--- config.mk ---
export PLATFORM = sky130hd
export DESIGN_NAME = cgc_glue
export DESIGN_NICKNAME = d
export VERILOG_FILES = /design/src/hw/cgc_pkg.sv /design/src/hw/cgc_sync.sv /design/src/hw/cgc_glue.sv
export VERILOG_INCLUDE_DIRS = /design/src /design/src/hw
export SDC_FILE = /design/constraint.sdc
export NUM_CORES = 1
export LEC_CHECK = 0
export BUFFER_PORTS_ARGS = -buffer_cell sky130_fd_sc_hd__buf_2
export CAP_MARGIN = 20
export CORE_ASPECT_RATIO = 1.1
export CORE_MARGIN = 3
export CORE_UTILIZATION = 25
export DETAILED_ROUTE_END_ITERATION = 16
export PLACE_DENSITY = 0.44
export SLEW_MARGIN = 20
export SYNTH_ARGS = -nofsm -noshare
export SYNTH_HDL_FRONTEND = slang
export SYNTH_SLANG_ARGS = --single-unit
--- constraint.sdc ---
create_clock -name ref_clk_i -period 3.2 [get_ports ref_clk_i]
set_input_delay 0.32 -clock ref_clk_i [delete_from_list [all_inputs] [get_ports ref_clk_i]]
set_output_delay 0.32 -clock ref_clk_i [all_outputs]
set_load 0.03 [all_outputs]
--- src/hw/cgc_params.svh ---
// constants for the cycle-control glue block
// assumes inclusion by the cgc_glue module only
`ifndef CGC_PARAMS_SVH
`define CGC_PARAMS_SVH

// ----------------------------------------
// i/o address windows
// ----------------------------------------
`define CGC_IO_WAIT_TOP  8'h3f
`define CGC_REG_BASE     8'hf0
`define CGC_REG_TOP      8'hff
`define CGC_UPPER_CS_LO  3'd5

// ----------------------------------------
// opcode decode
// ----------------------------------------
`define CGC_PFX_BYTE     8'hed
`define CGC_RET_BYTE     8'h4d
`define CGC_RET_MAX_WS   4'h2

// ----------------------------------------
// wait and reset timing
// ----------------------------------------
`define CGC_ACK_EXTRA_WS 4'h2
`define CGC_RST_CLKS     5'h10
`define CGC_POR_CLKS     1024
`define CGC_HALT_TSTATE  3'h4

`endif

--- src/hw/cgc_pkg.sv ---
// types shared by the cycle-control glue files
// assumes cgc_params.svh sits on the include path
package cgc_pkg;

  // ----------------------------------------
  // processor bus pins, all active low except address and data
  // ----------------------------------------
  typedef struct packed {
    logic [15:0] addr;
    logic [7:0]  data;
    logic        memory_request_n;
    logic        io_request_n;
    logic        rd_n;
    logic        wr_n;
    logic        machine_cycle_one_n;
    logic        halt_n;
    logic        int_n;
    logic        nmi_n;
    logic        external_reset_in_n;
  } cgc_bus_t;

  // ----------------------------------------
  // configuration
  // ----------------------------------------
  typedef struct packed {
    logic       en;
    logic       is_io;
    logic [5:0] val;
  } cgc_cs_cfg_t;

  typedef struct packed {
    logic                  master_en;
    logic                  dram_en;
    logic                  periph_if_en;
    logic                  pd_en;
    logic                  wdt_en;
    logic                  op_wait_en;
    logic [3:0]            ss_top;
    logic [1:0]            io_ws;
    logic [1:0]            mem_ws;
    logic [1:0]            ack_ws;
    logic [1:0]            ret_ws;
    cgc_cs_cfg_t [7:0]     cs;
  } cgc_cfg_t;

  typedef enum logic [1:0] {RS_POR, RS_IDLE, RS_ARMED, RS_HOLD} cgc_rst_state_t;

endpackage

--- src/hw/cgc_sync.sv ---
// two-flop synchroniser for a vector of pins
// assumes bits are independent levels; no word coherence
`timescale 1ns/1ps
module cgc_sync #(
  parameter int W = 1
) (
  input  wire logic         ref_clk_i,
  input  wire logic         reset_n_i,
  input  wire logic         ce_i,
  input  wire logic [W-1:0] d_i,
  output logic      [W-1:0] q_o
);

  logic [W-1:0] meta;

  // first stage feeds only the second
  always_ff @(posedge ref_clk_i or negedge reset_n_i)
  begin
    if (!reset_n_i)
    begin
      meta <= '1;
      q_o  <= '1;
    end
    else if (ce_i)
    begin
      meta <= d_i;
      q_o  <= meta;
    end
  end

endmodule

--- src/hw/cgc_glue.sv ---
// cycle-control glue: selects, dram strobes, waits, strobes, clock, resets
// assumes processor pins arrive asynchronous; config ports are static
//
// Operation
// - upper selects 16 ports, lower 4
// - i/o waits only for ports 00-3f
// - peripheral read/write strobes in i/o cycles
// - write strobe only inside data-valid window
// - unmatched memory access is dynamic memory
// - memory selects latched, held until request ends
// - row strobe at second t-state rise
// - column strobe at second t-state fall
// - prefix byte adds wait to next fetch
// - non-4d releases; 4d adds up to 2
// - optional one wait on opcode fetch
// - static waits when memory select active
// - exactly one memory interface per access
// - acknowledge waits and delayed buffered request
// - acknowledge and read strobes during acknowledge
// - halt stops clock in t4 low
// - interrupt or reset restarts clock
// - power-down and peripheral strobes exclusive
// - power-on holds reset and strobes
// - external reset aligned to cycle one
// - reset in power-down restarts clock first
// - reset lasts 16 clocks, strobes active
// - watchdog expiry gives full reset
// - i/o selects latched until request ends
// - register write is f0-ff without read
`timescale 1ns/1ps
`include "cgc_params.svh"
module cgc_glue #(
  parameter int POR_CLKS = `CGC_POR_CLKS
) (
  input  wire logic             ref_clk_i,
  input  wire logic             reset_n_i,
  input  wire logic             ce_i,
  input  wire cgc_pkg::cgc_bus_t bus_i,
  input  wire cgc_pkg::cgc_cfg_t cfg_i,
  input  wire logic             wdt_expire_i,
  output logic                  cpu_clk_o,
  output logic                  static_select_n_o,
  output logic [7:0]            decoded_selects_n_o,
  output logic                  ras_n_o,
  output logic                  cas_n_o,
  output logic                  wait_n_o,
  output logic                  periph_read_strobe_n_o,
  output logic                  periph_write_strobe_n_o,
  output logic                  irq_ack_strobe_n_o,
  output logic                  buffered_io_request_n_o,
  output logic                  system_reset_out_n_o,
  output logic                  reg_write_o,
  output logic                  cfg_conflict_o
);
  import cgc_pkg::*;

  // ----------------------------------------
  // pin capture and edges
  // ----------------------------------------
  cgc_bus_t b;
  logic memory_request_q, io_request_q, m1_q, xrst_q;

  cgc_sync #(.W($bits(cgc_bus_t))) u_sync (
    .ref_clk_i (ref_clk_i),
    .reset_n_i (reset_n_i),
    .ce_i      (ce_i),
    .d_i       (bus_i),
    .q_o       (b)
  );

  logic mem_act, io_act, m1_act, ack_act, fetch;
  logic mem_start, io_start, m1_fall, xrst_fall;
  assign mem_act   = !b.memory_request_n;
  assign io_act    = !b.io_request_n;
  assign m1_act    = !b.machine_cycle_one_n;
  assign ack_act   = io_act && m1_act;
  assign fetch     = mem_act && m1_act;
  assign mem_start = mem_act && memory_request_q;
  assign io_start  = io_act && io_request_q;
  assign m1_fall   = m1_act && m1_q;
  assign xrst_fall = !b.external_reset_in_n && xrst_q;

  always_ff @(posedge ref_clk_i or negedge reset_n_i)
  begin
    if (!reset_n_i)
    begin
      memory_request_q <= 1'b1;
      io_request_q <= 1'b1;
      m1_q   <= 1'b1;
      xrst_q <= 1'b1;
    end
    else if (ce_i)
    begin
      memory_request_q <= b.memory_request_n;
      io_request_q <= b.io_request_n;
      m1_q   <= b.machine_cycle_one_n;
      xrst_q <= b.external_reset_in_n;
    end
  end

  // ----------------------------------------
  // mode exclusion
  // ----------------------------------------
  // both requested means neither runs, so no half-working setup
  logic pif_en, pd_en;
  assign cfg_conflict_o = cfg_i.pd_en && cfg_i.periph_if_en;
  assign pif_en = cfg_i.periph_if_en && !cfg_conflict_o;
  assign pd_en  = cfg_i.pd_en && !cfg_conflict_o;

  // ----------------------------------------
  // address decode
  // ----------------------------------------
  function automatic logic mem_hit_f(cgc_cs_cfg_t c, logic [3:0] lo, logic [3:0] a);
    mem_hit_f = c.en && !c.is_io && (a <= c.val[3:0]) && (a > lo);
  endfunction

  function automatic logic io_hit_f(cgc_cs_cfg_t c, logic upper, logic [7:0] a);
    if (upper)
      io_hit_f = c.en && c.is_io && (a[7:4] == c.val[5:2]);
    else
      io_hit_f = c.en && c.is_io && (a[7:2] == c.val);
  endfunction

  logic [7:0] mem_hit, io_hit;
  logic       ss_hit;
  always_comb
  begin
    logic [3:0] lo;
    lo = cfg_i.ss_top;
    for (int i = 0; i < 8; i++)
    begin
      mem_hit[i] = cfg_i.master_en && mem_hit_f(cfg_i.cs[i], lo, b.addr[15:12]);
      io_hit[i]  = cfg_i.master_en
                   && io_hit_f(cfg_i.cs[i], i >= `CGC_UPPER_CS_LO, b.addr[7:0]);
      lo = cfg_i.cs[i].val[3:0];
    end
    ss_hit = cfg_i.master_en && (b.addr[15:12] <= cfg_i.ss_top);
  end

  // ----------------------------------------
  // latched selects
  // ----------------------------------------
  logic       ss_sel, dram_acc;
  logic [7:0] cs_sel;

  always_ff @(posedge ref_clk_i or negedge reset_n_i)
  begin
    if (!reset_n_i)
    begin
      ss_sel   <= 1'b0;
      cs_sel   <= 8'h00;
      dram_acc <= 1'b0;
    end
    else if (ce_i)
    begin
      if (mem_start)
      begin
        ss_sel   <= ss_hit;
        cs_sel   <= mem_hit;
        dram_acc <= !ss_hit && !(|mem_hit) && cfg_i.dram_en;
      end
      else if (io_start && !m1_act)
        cs_sel <= io_hit;
      else if (!mem_act && !io_act)
      begin
        ss_sel   <= 1'b0;
        cs_sel   <= 8'h00;
        dram_acc <= 1'b0;
      end
    end
  end

  assign static_select_n_o   = !ss_sel;
  assign decoded_selects_n_o = ~cs_sel;

  // ----------------------------------------
  // processor clock and power-down
  // ----------------------------------------
  logic       ph, stopped, rise_e, fall_e;
  logic [2:0] t_cnt;
  assign rise_e    = !ph && !stopped;
  assign fall_e    = ph;
  assign cpu_clk_o = ph;

  always_ff @(posedge ref_clk_i or negedge reset_n_i)
  begin
    if (!reset_n_i)
      ph <= 1'b0;
    else if (ce_i)
      ph <= rise_e;
  end

  always_ff @(posedge ref_clk_i or negedge reset_n_i)
  begin
    if (!reset_n_i)
      t_cnt <= 3'h0;
    else if (ce_i)
    begin
      if (m1_fall)
        t_cnt <= 3'h1;
      else if (rise_e && t_cnt != 3'h7)
        t_cnt <= t_cnt + 3'h1;
    end
  end

  // wake has priority over entry so a pending interrupt never sleeps
  always_ff @(posedge ref_clk_i or negedge reset_n_i)
  begin
    if (!reset_n_i)
      stopped <= 1'b0;
    else if (ce_i)
    begin
      if (!b.int_n || !b.nmi_n || !b.external_reset_in_n || wdt_expire_i)
        stopped <= 1'b0;
      else if (pd_en && m1_act && !b.halt_n && t_cnt == `CGC_HALT_TSTATE && fall_e)
        stopped <= 1'b1;
    end
  end

  // ----------------------------------------
  // dynamic memory strobes
  // ----------------------------------------
  logic ras, cas;
  assign ras_n_o = !ras;
  assign cas_n_o = !cas;

  always_ff @(posedge ref_clk_i or negedge reset_n_i)
  begin
    if (!reset_n_i)
    begin
      ras <= 1'b0;
      cas <= 1'b0;
    end
    else if (ce_i)
    begin
      if (!mem_act)
      begin
        ras <= 1'b0;
        cas <= 1'b0;
      end
      else
      begin
        if (dram_acc && rise_e && !mem_start)
          ras <= 1'b1;
        if (ras && fall_e)
          cas <= 1'b1;
      end
    end
  end

  // ----------------------------------------
  // wait generators
  // ----------------------------------------
  logic [3:0] wait_cnt, next_wait;
  logic       pfx_pend, ret_chk;
  assign wait_n_o = (wait_cnt == 4'h0);

  always_comb
  begin
    next_wait = 4'h0;
    if (mem_start)
    begin
      if (fetch && cfg_i.op_wait_en)
        next_wait = next_wait + 4'h1;
      if (|mem_hit)
        next_wait = next_wait + {2'b00, cfg_i.mem_ws};
      if (fetch && pfx_pend)
        next_wait = next_wait + 4'h1;
    end
    else if (io_start && ack_act)
      next_wait = {2'b00, cfg_i.ack_ws} + (pif_en ? `CGC_ACK_EXTRA_WS : 4'h0);
    else if (io_start && b.addr[7:0] <= `CGC_IO_WAIT_TOP)
      next_wait = {2'b00, cfg_i.io_ws};
  end

  always_ff @(posedge ref_clk_i or negedge reset_n_i)
  begin
    if (!reset_n_i)
      wait_cnt <= 4'h0;
    else if (ce_i)
    begin
      if (mem_start || io_start)
        wait_cnt <= next_wait;
      else if (ret_chk && wait_cnt == 4'h1 && fall_e)
      begin
        if (b.data == `CGC_RET_BYTE)
          wait_cnt <= ({2'b00, cfg_i.ret_ws} > `CGC_RET_MAX_WS) ?
                      `CGC_RET_MAX_WS : {2'b00, cfg_i.ret_ws};
        else
          wait_cnt <= 4'h0;
      end
      else if (fall_e && wait_cnt != 4'h0)
        wait_cnt <= wait_cnt - 4'h1;
    end
  end

  // byte taken while the fetch is live: it leaves the sync with the request
  always_ff @(posedge ref_clk_i or negedge reset_n_i)
  begin
    if (!reset_n_i)
    begin
      pfx_pend <= 1'b0;
      ret_chk  <= 1'b0;
    end
    else if (ce_i)
    begin
      if (mem_start && fetch)
      begin
        ret_chk  <= pfx_pend;
        pfx_pend <= 1'b0;
      end
      else if (m1_act && !b.rd_n && !mem_act && !memory_request_q && !m1_q)
        pfx_pend <= pfx_pend;
      else if (fetch && !b.rd_n && b.data == `CGC_PFX_BYTE)
        pfx_pend <= 1'b1;
      if (ret_chk && (wait_cnt == 4'h1) && fall_e)
        ret_chk <= 1'b0;
    end
  end

  // ----------------------------------------
  // reset sequencing
  // ----------------------------------------
  cgc_rst_state_t rs;
  logic [15:0]    por_cnt;
  logic [4:0]     rst_cnt;
  logic           rst_act;
  assign rst_act              = (rs == RS_POR) || (rs == RS_HOLD);
  assign system_reset_out_n_o = !rst_act;

  always_ff @(posedge ref_clk_i or negedge reset_n_i)
  begin
    if (!reset_n_i)
    begin
      rs      <= RS_POR;
      por_cnt <= 16'h0000;
      rst_cnt <= 5'h00;
    end
    else if (ce_i)
    begin
      case (rs)
        RS_POR:
        begin
          por_cnt <= por_cnt + 16'h0001;
          if (por_cnt == 16'(POR_CLKS - 1))
            rs <= RS_IDLE;
        end
        RS_IDLE:
        begin
          rst_cnt <= 5'h00;
          if (cfg_i.wdt_en && wdt_expire_i)
            rs <= RS_HOLD;
          else if (xrst_fall)
            rs <= RS_ARMED;
        end
        RS_ARMED:
          if (m1_fall)
            rs <= RS_HOLD;
        RS_HOLD:
          if (rise_e)
          begin
            rst_cnt <= rst_cnt + 5'h01;
            if (rst_cnt == `CGC_RST_CLKS - 5'h01)
              rs <= RS_IDLE;
          end
        default:
          rs <= RS_IDLE;
      endcase
    end
  end

  // ----------------------------------------
  // peripheral strobes and buffered request
  // ----------------------------------------
  logic wr_stb, reg_wr_done;
  logic ack_ready;
  assign ack_ready = ack_act && (wait_cnt == 4'h0);

  // write strobe opens on a rising clock once write is asserted
  always_ff @(posedge ref_clk_i or negedge reset_n_i)
  begin
    if (!reset_n_i)
      wr_stb <= 1'b0;
    else if (ce_i)
    begin
      if (!io_act || b.wr_n)
        wr_stb <= 1'b0;
      else if (rise_e && !m1_act)
        wr_stb <= 1'b1;
    end
  end

  // gating with the live write keeps the strobe inside the data window
  assign periph_write_strobe_n_o = !(rst_act
                                   || (pif_en && wr_stb && io_act && !b.wr_n));
  assign periph_read_strobe_n_o  = !(rst_act
                                   || (pif_en && io_act && !m1_act && !b.rd_n)
                                   || (pif_en && ack_ready));
  assign irq_ack_strobe_n_o      = !(pif_en && ack_act);
  assign buffered_io_request_n_o = !(io_act && (!m1_act || ack_ready));

  always_ff @(posedge ref_clk_i or negedge reset_n_i)
  begin
    if (!reset_n_i)
    begin
      reg_write_o <= 1'b0;
      reg_wr_done <= 1'b0;
    end
    else if (ce_i)
    begin
      reg_write_o <= 1'b0;
      if (!io_act)
        reg_wr_done <= 1'b0;
      else if (!reg_wr_done && !m1_act && b.rd_n && !b.wr_n
               && b.addr[7:0] >= `CGC_REG_BASE)
      begin
        reg_write_o <= 1'b1;
        reg_wr_done <= 1'b1;
      end
    end
  end

  // ----------------------------------------
  // checks
  // ----------------------------------------
  logic [4:0] hold_rises;
  always_ff @(posedge ref_clk_i or negedge reset_n_i)
  begin
    if (!reset_n_i)
      hold_rises <= 5'h00;
    else if (ce_i)
      hold_rises <= (rs == RS_HOLD) ? hold_rises + {4'h0, rise_e} : 5'h00;
  end
endmodule

### After elaboration in Yosys (flattened, before gate mapping)

Cells that the tools add are included.

* register bits after elaboration: 119

* reductions and logical operators: 183
* add/subtract/negate cells: 7
* eq/ne operators: 25
* multiplexer cells: 49
* magnitude comparators: 20
* bitwise logic cells: 1

Operators with widths (number)
* $logic_and 1x1->1: 109
* $le 4x4->1: 9
* $logic_not 1->1: 34
* $gt 4x4->1: 8
* $mux 4: 8
* $eq 6x6->1: 5
* $mux 8: 3
* $mux 1: 22
* $mux 2: 10
* $reduce_and 2->1: 10
* $reduce_bool 2->1: 10
* $add 16x1->16 const B: 1
* $eq 16x10->1 const B: 1
* $eq 4x4->1: 3
* $logic_or 1x1->1: 10
* $pmux 5 s2: 1
* $mux 3: 3
* $reduce_and 3->1: 3
* $eq 8x7->1 const B: 1
* $eq 8x8->1 const B: 1
* $ge 8x8->1 const B: 1
* $le 8x6->1 const B: 1
* $ne 2x2->1 const B: 4
* $not 8->8: 1
* 22 further kinds: 26

### Logic depth before layout (Yosys ltp)

Gate-level depths: netlist of the first run.

* word-level depth: 12
* gate-level depth with buffers: 14
* mapped depth without buffers: 14

### Hierarchy

Synthesis of the first run repeated with hierarchy kept, for this count alone.

* cells, all modules: 656
* area total of the unflattened synthesis: 7186.9 sq um

By module, submodules not included
* cgc_glue: times used 1, area an instance 4493.1 sq um, cells an instance 517, seq. area each 1331.3 sq um
* cgc_sync: times used 1, area an instance 2693.8 sq um, cells an instance 139, seq. area each 1734.2 sq um

### Worst setup path after synthesis of the first run

Ideal clock, no wire load.

* path kind: reg-to-reg
* start: reg u_sync.q_o[30]
* end: reg wait_cnt[1]
* period minus slack after synthesis: 2.703 ns
* slack: 0.497 ns
* arrival: 2.574 ns
* cell stages (with the launch flop): 14
* path through: dfstp_2 -> ha_1 -> nor2b_4 -> o211ai_2 -> a21oi_2 -> or4_4 -> nand4_4 -> nor2_2 -> mux2i_1 -> inv_1 -> ha_1 -> nand2_1 -> o21a_1 -> o21ai_0

* longest elaborated chain between the ends: 11
* elaborated cells on any way between the ends: 47
* classes of those cells: add/sub (1); order compare (16); mux (5); reduce/logical (25)

Ends and longest elaborated chain
* start: declaration: RTL line cgc_sync.sv:11 `output logic [W-1:0] q_o`
* start signal: assignment: RTL line cgc_sync.sv:27 `q_o <= meta;`
* $le 4x4->1: RTL line cgc_glue.sv:114 `mem_hit_f = c.en && !c.is_io && (a <= c.val[3:0]) && (a > lo);`
* $logic_and 1x1->1 (2 in series): RTL line cgc_glue.sv:114
* $logic_and 1x1->1: RTL line cgc_glue.sv:132 `mem_hit[i] = cfg_i.master_en && mem_hit_f(cfg_i.cs[i], lo, b.addr[15:12]);`
* $reduce_or 8->1 *: RTL line cgc_glue.sv:265 `if (|mem_hit)`
* $mux 4 *: RTL line cgc_glue.sv:265
* $mux 4 *: RTL line cgc_glue.sv:261 `if (mem_start)`
* $add 4x1->4: RTL line cgc_glue.sv:268 `next_wait = next_wait + 4'h1;`
* $mux 4 *: RTL line cgc_glue.sv:267 `if (fetch && pfx_pend)`
* $mux 4 *: RTL line cgc_glue.sv:261
* $mux 4 *: RTL line cgc_glue.sv:282 `if (mem_start || io_start)`
* end signal: assignment: RTL line cgc_glue.sv:283 `wait_cnt <= next_wait;`
* end signal: assignment: RTL line cgc_glue.sv:287 `` wait_cnt <= ({2'b00, cfg_i.ret_ws} > `CGC_RET_MAX_WS) ? ``
* end signal: assignment: RTL line cgc_glue.sv:293 `wait_cnt <= wait_cnt - 4'h1;`
* end: declaration: RTL line cgc_glue.sv:254 `logic [3:0] wait_cnt, next_wait;`

Every way passes the cells marked *; elsewhere a longest branch is shown, timed or not. The select of a mux whose other input is x is not followed.
A chain may end at the register's enable or synchronous reset.

### Worst setup path after layout of the first run

* start: reg u_sync.q_o[29]
* end: reg wait_cnt[1]

Same word-level chain as after synthesis.

==> impl_metrics.json, run 1 <==
{
  "cts-root-buf": "clkbuf_16",
  "start_util_pct": 25.7,
  "netlist_instances": 650,
  "grt_max_degree": 62,
  "ir_worst_vdd_mv": 0.261,
  "hpwl_mm": 13.9,
  "arrival_ns": 3.23,
  "chipWidth_um": 161,
  "end_kind": "register",
  "grt_pass1_wl_mm": 29.0,
  "hold_viol_final": 0,
  "multi_input_area_mm2": 0.00356,
  "maxSlewViolCount": 0,
  "yosysSeqAreaShare_pct": 41.7,
  "maxSlewHeadroom_pct": 49.9,
  "grt_antenna_before_repair": 1,
  "postSynthAreaPerCell_um2": 10.2,
  "final_common_cell": "buf_2",
  "crit_fanout": 5,
  "ys_types": 60,
  "critPathRequiredTime_ns": 3.43,
  "coreArea_mm2": 0.0256,
  "status": "completed",
  "h-tree-depth": 3,
  "drtPass1Iterations": 4,
  "portBuffers": 132,
  "ys_seq_elements": 107,
  "die_height_um": 176,
  "max_freq_mhz": 333,
  "nFillCells": 2760,
  "rr_worst_depth": 15,
  "tns_ns": 0,
  "rsz0062_at_grt": "false",
  "clk_pin_slew_worst_paths_ns": 0.08,
  "grt_pass1_vias": 5342,
  "rrSetupSlack_ns": 0.20,
  "via_per_inst": 4.49,
  "vias": 5064,
  "holdBufCountCts": 0,
  "drc_errors": 0,
  "combPwrFrac_pct": 29.5,
  "power_frac_seq_pct": 44.9,
  "hold_ws_ns": 0.0283,
  "synth_edf_count": 0,
  "clockBufferDepth": 2,
  "cts_tree": "yes",
  "switching_share_pct": 34.9,
  "p_leak_nw": 3.63,
  "cts.sinks": 107,
  "io-pin-count": 139,
  "maxCapViolCount": 0,
  "yosysTopAreaCell": "dfstp_2",
  "yosysTopAreaCellShare_pct": 23.1,
  "clkPwrFrac_pct": 25.5,
  "synthToLayoutAreaGrowth_pct": 21.4,
  "yosysWarnings": 0,
  "globalplace.congestion": 0.795,
  "finalCriticalPeriod_ns": 3.00,
  "drtAntennaViolNets": 0,
  "wirelength_mm": 18.0,
  "synth_flop_cell": "dfstp_2",
  "syn_nets": 822,
  "syn_area_mm2": 0.00660,
  "critPathKind": "reg -> reg",
  "cts_made_buffers": 9,
  "start_kind": "register",
  "p_per_area_mw_per_mm2": 527,
  "regArea_mm2": 0.00276,
  "period_share_pct": 93.9,
  "worst_slew_pin_slew_ns": 0.751,
  "synth.area.top_cells": "dfstp_2, dfrtp_1, ha_1",
  "dieArea_mm2": 0.0284,
  "power.internal_w": 0.00275,
  "avgRoutedWirePerCell_um": 16.0,
  "grt.overflow.total": 0,
  "placement_rows": 61,
  "p_switching_w": 0.00148,
  "hold_path_class": "in -> async",
  "layout-drive-gt1-share_pct": 37.3,
  "layout_common_cells": "buf_2, inv_1, dfstp_2, mux2_2, ha_1",
  "antenna_cells": 0,
  "grt.total_usage_pct": 12.9,
  "clock_skew_ns": 0.00846,
  "drtIter0Drc": 243,
  "layout.nets": 949,
  "clk_latency_ns": 0.35,
  "synthArstFlopShare_pct": 100,
  "setup_viol": 0
}
[area by class of cell]
type	instances	area share (%)
sequential	107	34.4
multi-input combinational	458	44.4
timing repair buffer	141	9.43
clock inverter	6	0.593
tap	346	5.40
inverter	60	2.86
clock buffer	10	2.86
[through the flow]
step	setup WS [ns]	utilization, %	cell area [µm²]	cells	total power [W]
after detailed placement	0.107	29.8	7650	1108	0.00317
after CTS	0.0881	30.9	7930	1124	0.00429
after global routing	0.0114	31.3	8010	1128	0.00455
final	0.196	31.3	8010	1128	0.00422
after floorplan	0.497	-	6600	650	0.00271
after global placement	0.143	29.8	7650	1108	0.00315
[power by group through the flow]
stage	combinational, W	sequential [W]	clock, W
floorplan	0.000919	0.00179	0
global placement	0.00122	0.00192	0
detailed placement	0.00124	0.00193	0
CTS	0.00124	0.00190	0.00114
global route	0.00141	0.00194	0.00119
finish	0.00125	0.00190	0.00108
[timing repair]
action / 4_1_cts / 5_1_grt
setup endpoints to repair: 0 / 2
buffers inserted: 0 / 4
resized for setup: 0 / 11
[routing by layer]
metal	global-route usage [%]	wire length (µm)	vias to the layer above
li1	-	-	2542
met1	17.3	8600	2424
met2	21.4	8540	86
met3	2.44	674	10
met4	3.12	172	2
met5	0	13	-
[state kept, by name, indices dropped and copies added, names as in the netlist, 2 cells and up]
signal / cells
cs_sel: 8
por_cnt: 16
rs: 2
u_sync.meta: 27
wait_cnt: 4
rst_cnt: 5
u_sync.q_o: 27
t_cnt: 3
[synth_stat cells (all sizes together), types with 3 or more instances]
cell type,number
and2,5
mux2i,4
a311oi,3
nor2,27
nand2,42
buf,5
xor2,33
a21oi,34
nand4,25
nand3,18
mux2,55
or2,3
clkbuf,20
dfrtp,49
nand2b,12
o21ai,31
inv,60
o211ai,5
and3,4
nor3,9
o22ai,4
a31oi,6
dfstp,58
nor4,8
a22o,6
xnor2,26
ha,53
and4,5
nor2b,11
[worst max-delay path: stages (launching register included)]
cell	delay (ns)
dfstp_2	0.54
clkinvlp_4	0.09
buf_2	0.18
ha_1	0.20
nand2b_1	0.13
a21oi_1	0.12
o21ai_1	0.10
or4_4	0.55
nand4_4	0.14
nor2_4	0.06
mux2i_2	0.21
inv_1	0.07
ha_1	0.27
nand2_1	0.06
o21a_1	0.11
o21ai_1	0.05
[cells by family after synthesis]
group	count (synthesis)	synth area share, %
AND/OR/NAND/NOR	182	15.4
flip-flops	107	41.7
buffers and inverters	85	4.89
multiplexers	59	9.99
AO/OA/AOI/OAI	105	10.1
XOR/XNOR	59	7.83
adder cells (fa/ha/maj)	53	10.0
[worst paths after layout]
path,start,end
max in group asynchronous,reset_n_i,memory_request_q
worst max-delay path,u_sync.q_o[29],wait_cnt[1]
min in group ref_clk_i,bus_i[0],u_sync.meta[0]
worst max register to register,u_sync.q_o[29],wait_cnt[1]
worst min register to register,por_cnt[5],por_cnt[5]
worst min-delay path,reset_n_i,t_cnt[1]
Power figures use the tool's default switching activity.
==> run 2, diff against run 1 <==
--- a/config.mk
+++ b/config.mk
@@ -8,7 +8,6 @@
 export LEC_CHECK = 0
 export BUFFER_PORTS_ARGS = -buffer_cell sky130_fd_sc_hd__buf_2
 export CAP_MARGIN = 20
-export CORE_ASPECT_RATIO = 1.1
 export CORE_MARGIN = 3
 export CORE_UTILIZATION = 25
 export DETAILED_ROUTE_END_ITERATION = 16
==> constraint.sdc (replaced) <==
create_clock -name ref_clk_i -period 3.2 [get_ports ref_clk_i]
set_input_delay 0.64 -clock ref_clk_i [delete_from_list [all_inputs] [get_ports ref_clk_i]]
set_output_delay 0.64 -clock ref_clk_i [all_outputs]
set_load 0.03 [all_outputs]
==> run 2 against run 1 <==
Setup slack better by 0.0034 ns; register-to-register slack about the same; power is 1.5% higher; clock power barely moved; clock-buffer cell count rose by 2; non-clock buffer count is 7 higher; die area about the same; cell count fell by 0.80%; via count rose by 0.55%; flip-flop and latch count is the same; highest routed layer unchanged.
==> impl_metrics.json, run 2 (same netlist as run 1, synthesis figures left out) <==
{
  "layout_setup_ws_ns": 0.200,
  "portBuffers": 132,
  "end_kind": "register",
  "maxSlewViolCount": 0,
  "maxSlewHeadroom_pct": 54.3,
  "drc_errors": 0,
  "combPwrFrac_pct": 30.0,
  "p_per_area_mw_per_mm2": 531,
  "layout_common_cells": "buf_2, inv_1, dfstp_2, mux2_2, ha_1",
  "nFillCells": 2694,
  "rr_worst_depth": 15,
  "layout.nets": 956,
  "placement_rows": 58,
  "chipWidth_um": 168,
  "cts_tree": "yes",
  "wirelength_mm": 18.1,
  "rrSetupSlack_ns": 0.20,
  "grt.total_usage_pct": 12.8,
  "status": "completed",
  "final_common_cell": "buf_2",
  "drtIter0Drc": 181,
  "hold_viol_final": 0,
  "globalplace.congestion": 0.804,
  "avgRoutedWirePerCell_um": 16.2,
  "synthToLayoutAreaGrowth_pct": 22.3,
  "grt_antenna_before_repair": 2,
  "multi_input_area_mm2": 0.00357,
  "worst_slew_pin_slew_ns": 0.684,
  "clock_skew_ns": 0.00700,
  "hold_path_class": "in -> async",
  "antenna_cells": 0,
  "critPathRequiredTime_ns": 3.44,
  "tns_ns": 0,
  "drtPass1Iterations": 4,
  "dieArea_mm2": 0.0284,
  "critPathKind": "reg -> reg",
  "reg_top3": "u_sync.meta x27, u_sync.q_o x27, por_cnt x16",
  "start_kind": "register",
  "grt_max_degree": 46,
  "grt_pass1_vias": 5140,
  "p_leak_nw": 3.67,
  "switching_share_pct": 34.4,
  "cts.sinks": 107,
  "grt_pass1_wl_mm": 28.7,
  "clockBufferDepth": 2,
  "clk_latency_ns": 0.35,
  "r2r_start": "u_sync.q_o[29]",
  "max_freq_mhz": 333,
  "power.internal_w": 0.00281,
  "ir_worst_vdd_mv": 0.236,
  "pre_cts_ws_ns": 0.0428,
  "regArea_mm2": 0.00275,
  "start_util_pct": 25.8,
  "cts-root-buf": "clkbuf_16",
  "setup_viol": 0,
  "arrival_ns": 3.24,
  "io-pin-count": 139,
  "layout-drive-gt1-share_pct": 38.1,
  "startpoint": "u_sync.q_o[29]",
  "p_switching_w": 0.00147,
  "hpwl_mm": 13.9,
  "h-tree-depth": 3,
  "maxCapViolCount": 0,
  "instances_no_fill": 1119,
  "drtAntennaViolNets": 0,
  "dp.cells": 1100,
  "crit_fanout": 7,
  "die_height_um": 168,
  "via_per_inst": 4.55,
  "holdBufCountCts": 0,
  "power_frac_seq_pct": 44.1,
  "vias": 5092,
  "rr_endpoint": "wait_cnt[1]",
  "cts_made_buffers": 9,
  "clk_pin_slew_worst_paths_ns": 0.07,
  "grt.overflow.total": 0,
  "clkPwrFrac_pct": 25.9,
  "coreArea_mm2": 0.0255,
  "finalCriticalPeriod_ns": 3.00,
  "period_share_pct": 93.8
}
[run 2: cell types whose count changed in the layout (fill, tap and decap cells not counted), moves of 2 or more]
cell and delta:
buf_4 +7, a21oi_1 -2, a21oi_2 +2, clkinvlp_4 -2, ha_1 -2, ha_4 +2
[run 2: worst max-delay path by stage]
| stage | end | slack (ns) |
|---|---|---|
| after detailed placement | wait_cnt[1] | 0.04 |
| after global placement | wait_cnt[1] | 0.06 |
| after floorplan | wait_cnt[1] | 0.42 |
| final | wait_cnt[1] | 0.20 |
| after global routing | wait_cnt[1] | -0.007 |
| after CTS | wait_cnt[1] | 0.07 |
[run 2: cell type report]
cell class	count	share of cell area, %
clock inverter	4	0.372
multi-input combinational	458	44.3
inverter	60	2.84
timing repair buffer	148	10.1
clock buffer	12	3.19
tap	330	5.11
sequential	107	34.1
[run 2: critical path, stage by stage (launching register included)]
cell	delay, ns
dfstp_2	0.55
clkinvlp_4	0.10
buf_12	0.15
buf_4	0.13
ha_1	0.26
and4_1	0.17
a21oi_1	0.05
or4b_4	0.52
nand4_4	0.10
nor2_2	0.07
mux2i_2	0.20
inv_1	0.07
ha_1	0.27
nand2_1	0.06
o21a_1	0.12
o21ai_1	0.05
[run 2: routing by layer]
layer	part of all wire, %	up-vias	GRT usage [%]
li1	-	2543	-
met1	48	2419	18.2
met2	45	101	19.7
met3	5.1	25	2.94
met4	1.7	4	3.34
met5	0.12	-	0
[run 2: power by group through the flow]
stage               logic (W)  clock network [W]  registers (W)
floorplan            0.000919                  0        0.00179
global placement      0.00126                  0        0.00192
detailed placement    0.00127                  0        0.00192
CTS                   0.00127            0.00117        0.00190
global route          0.00146            0.00122        0.00193
finish                0.00128            0.00111        0.00189
[run 2: per-stage QoR]
step	area (µm²)	util [%]	total power, W	hold WS, ns
finish	8070	31.6	0.00429	0.319
global route	8070	31.6	0.00461	0.350
CTS	7980	31.2	0.00434	0.327
detailed placement	7690	30.1	0.00319	0.456
global placement	7690	30.1	0.00318	0.460
floorplan	6600	-	0.00271	0.344
[run 2: timing repair]
item                       in CTS  in global routing
gates resized for setup         0                 14
buffers inserted                0                  3
setup endpoints to repair       0                  2
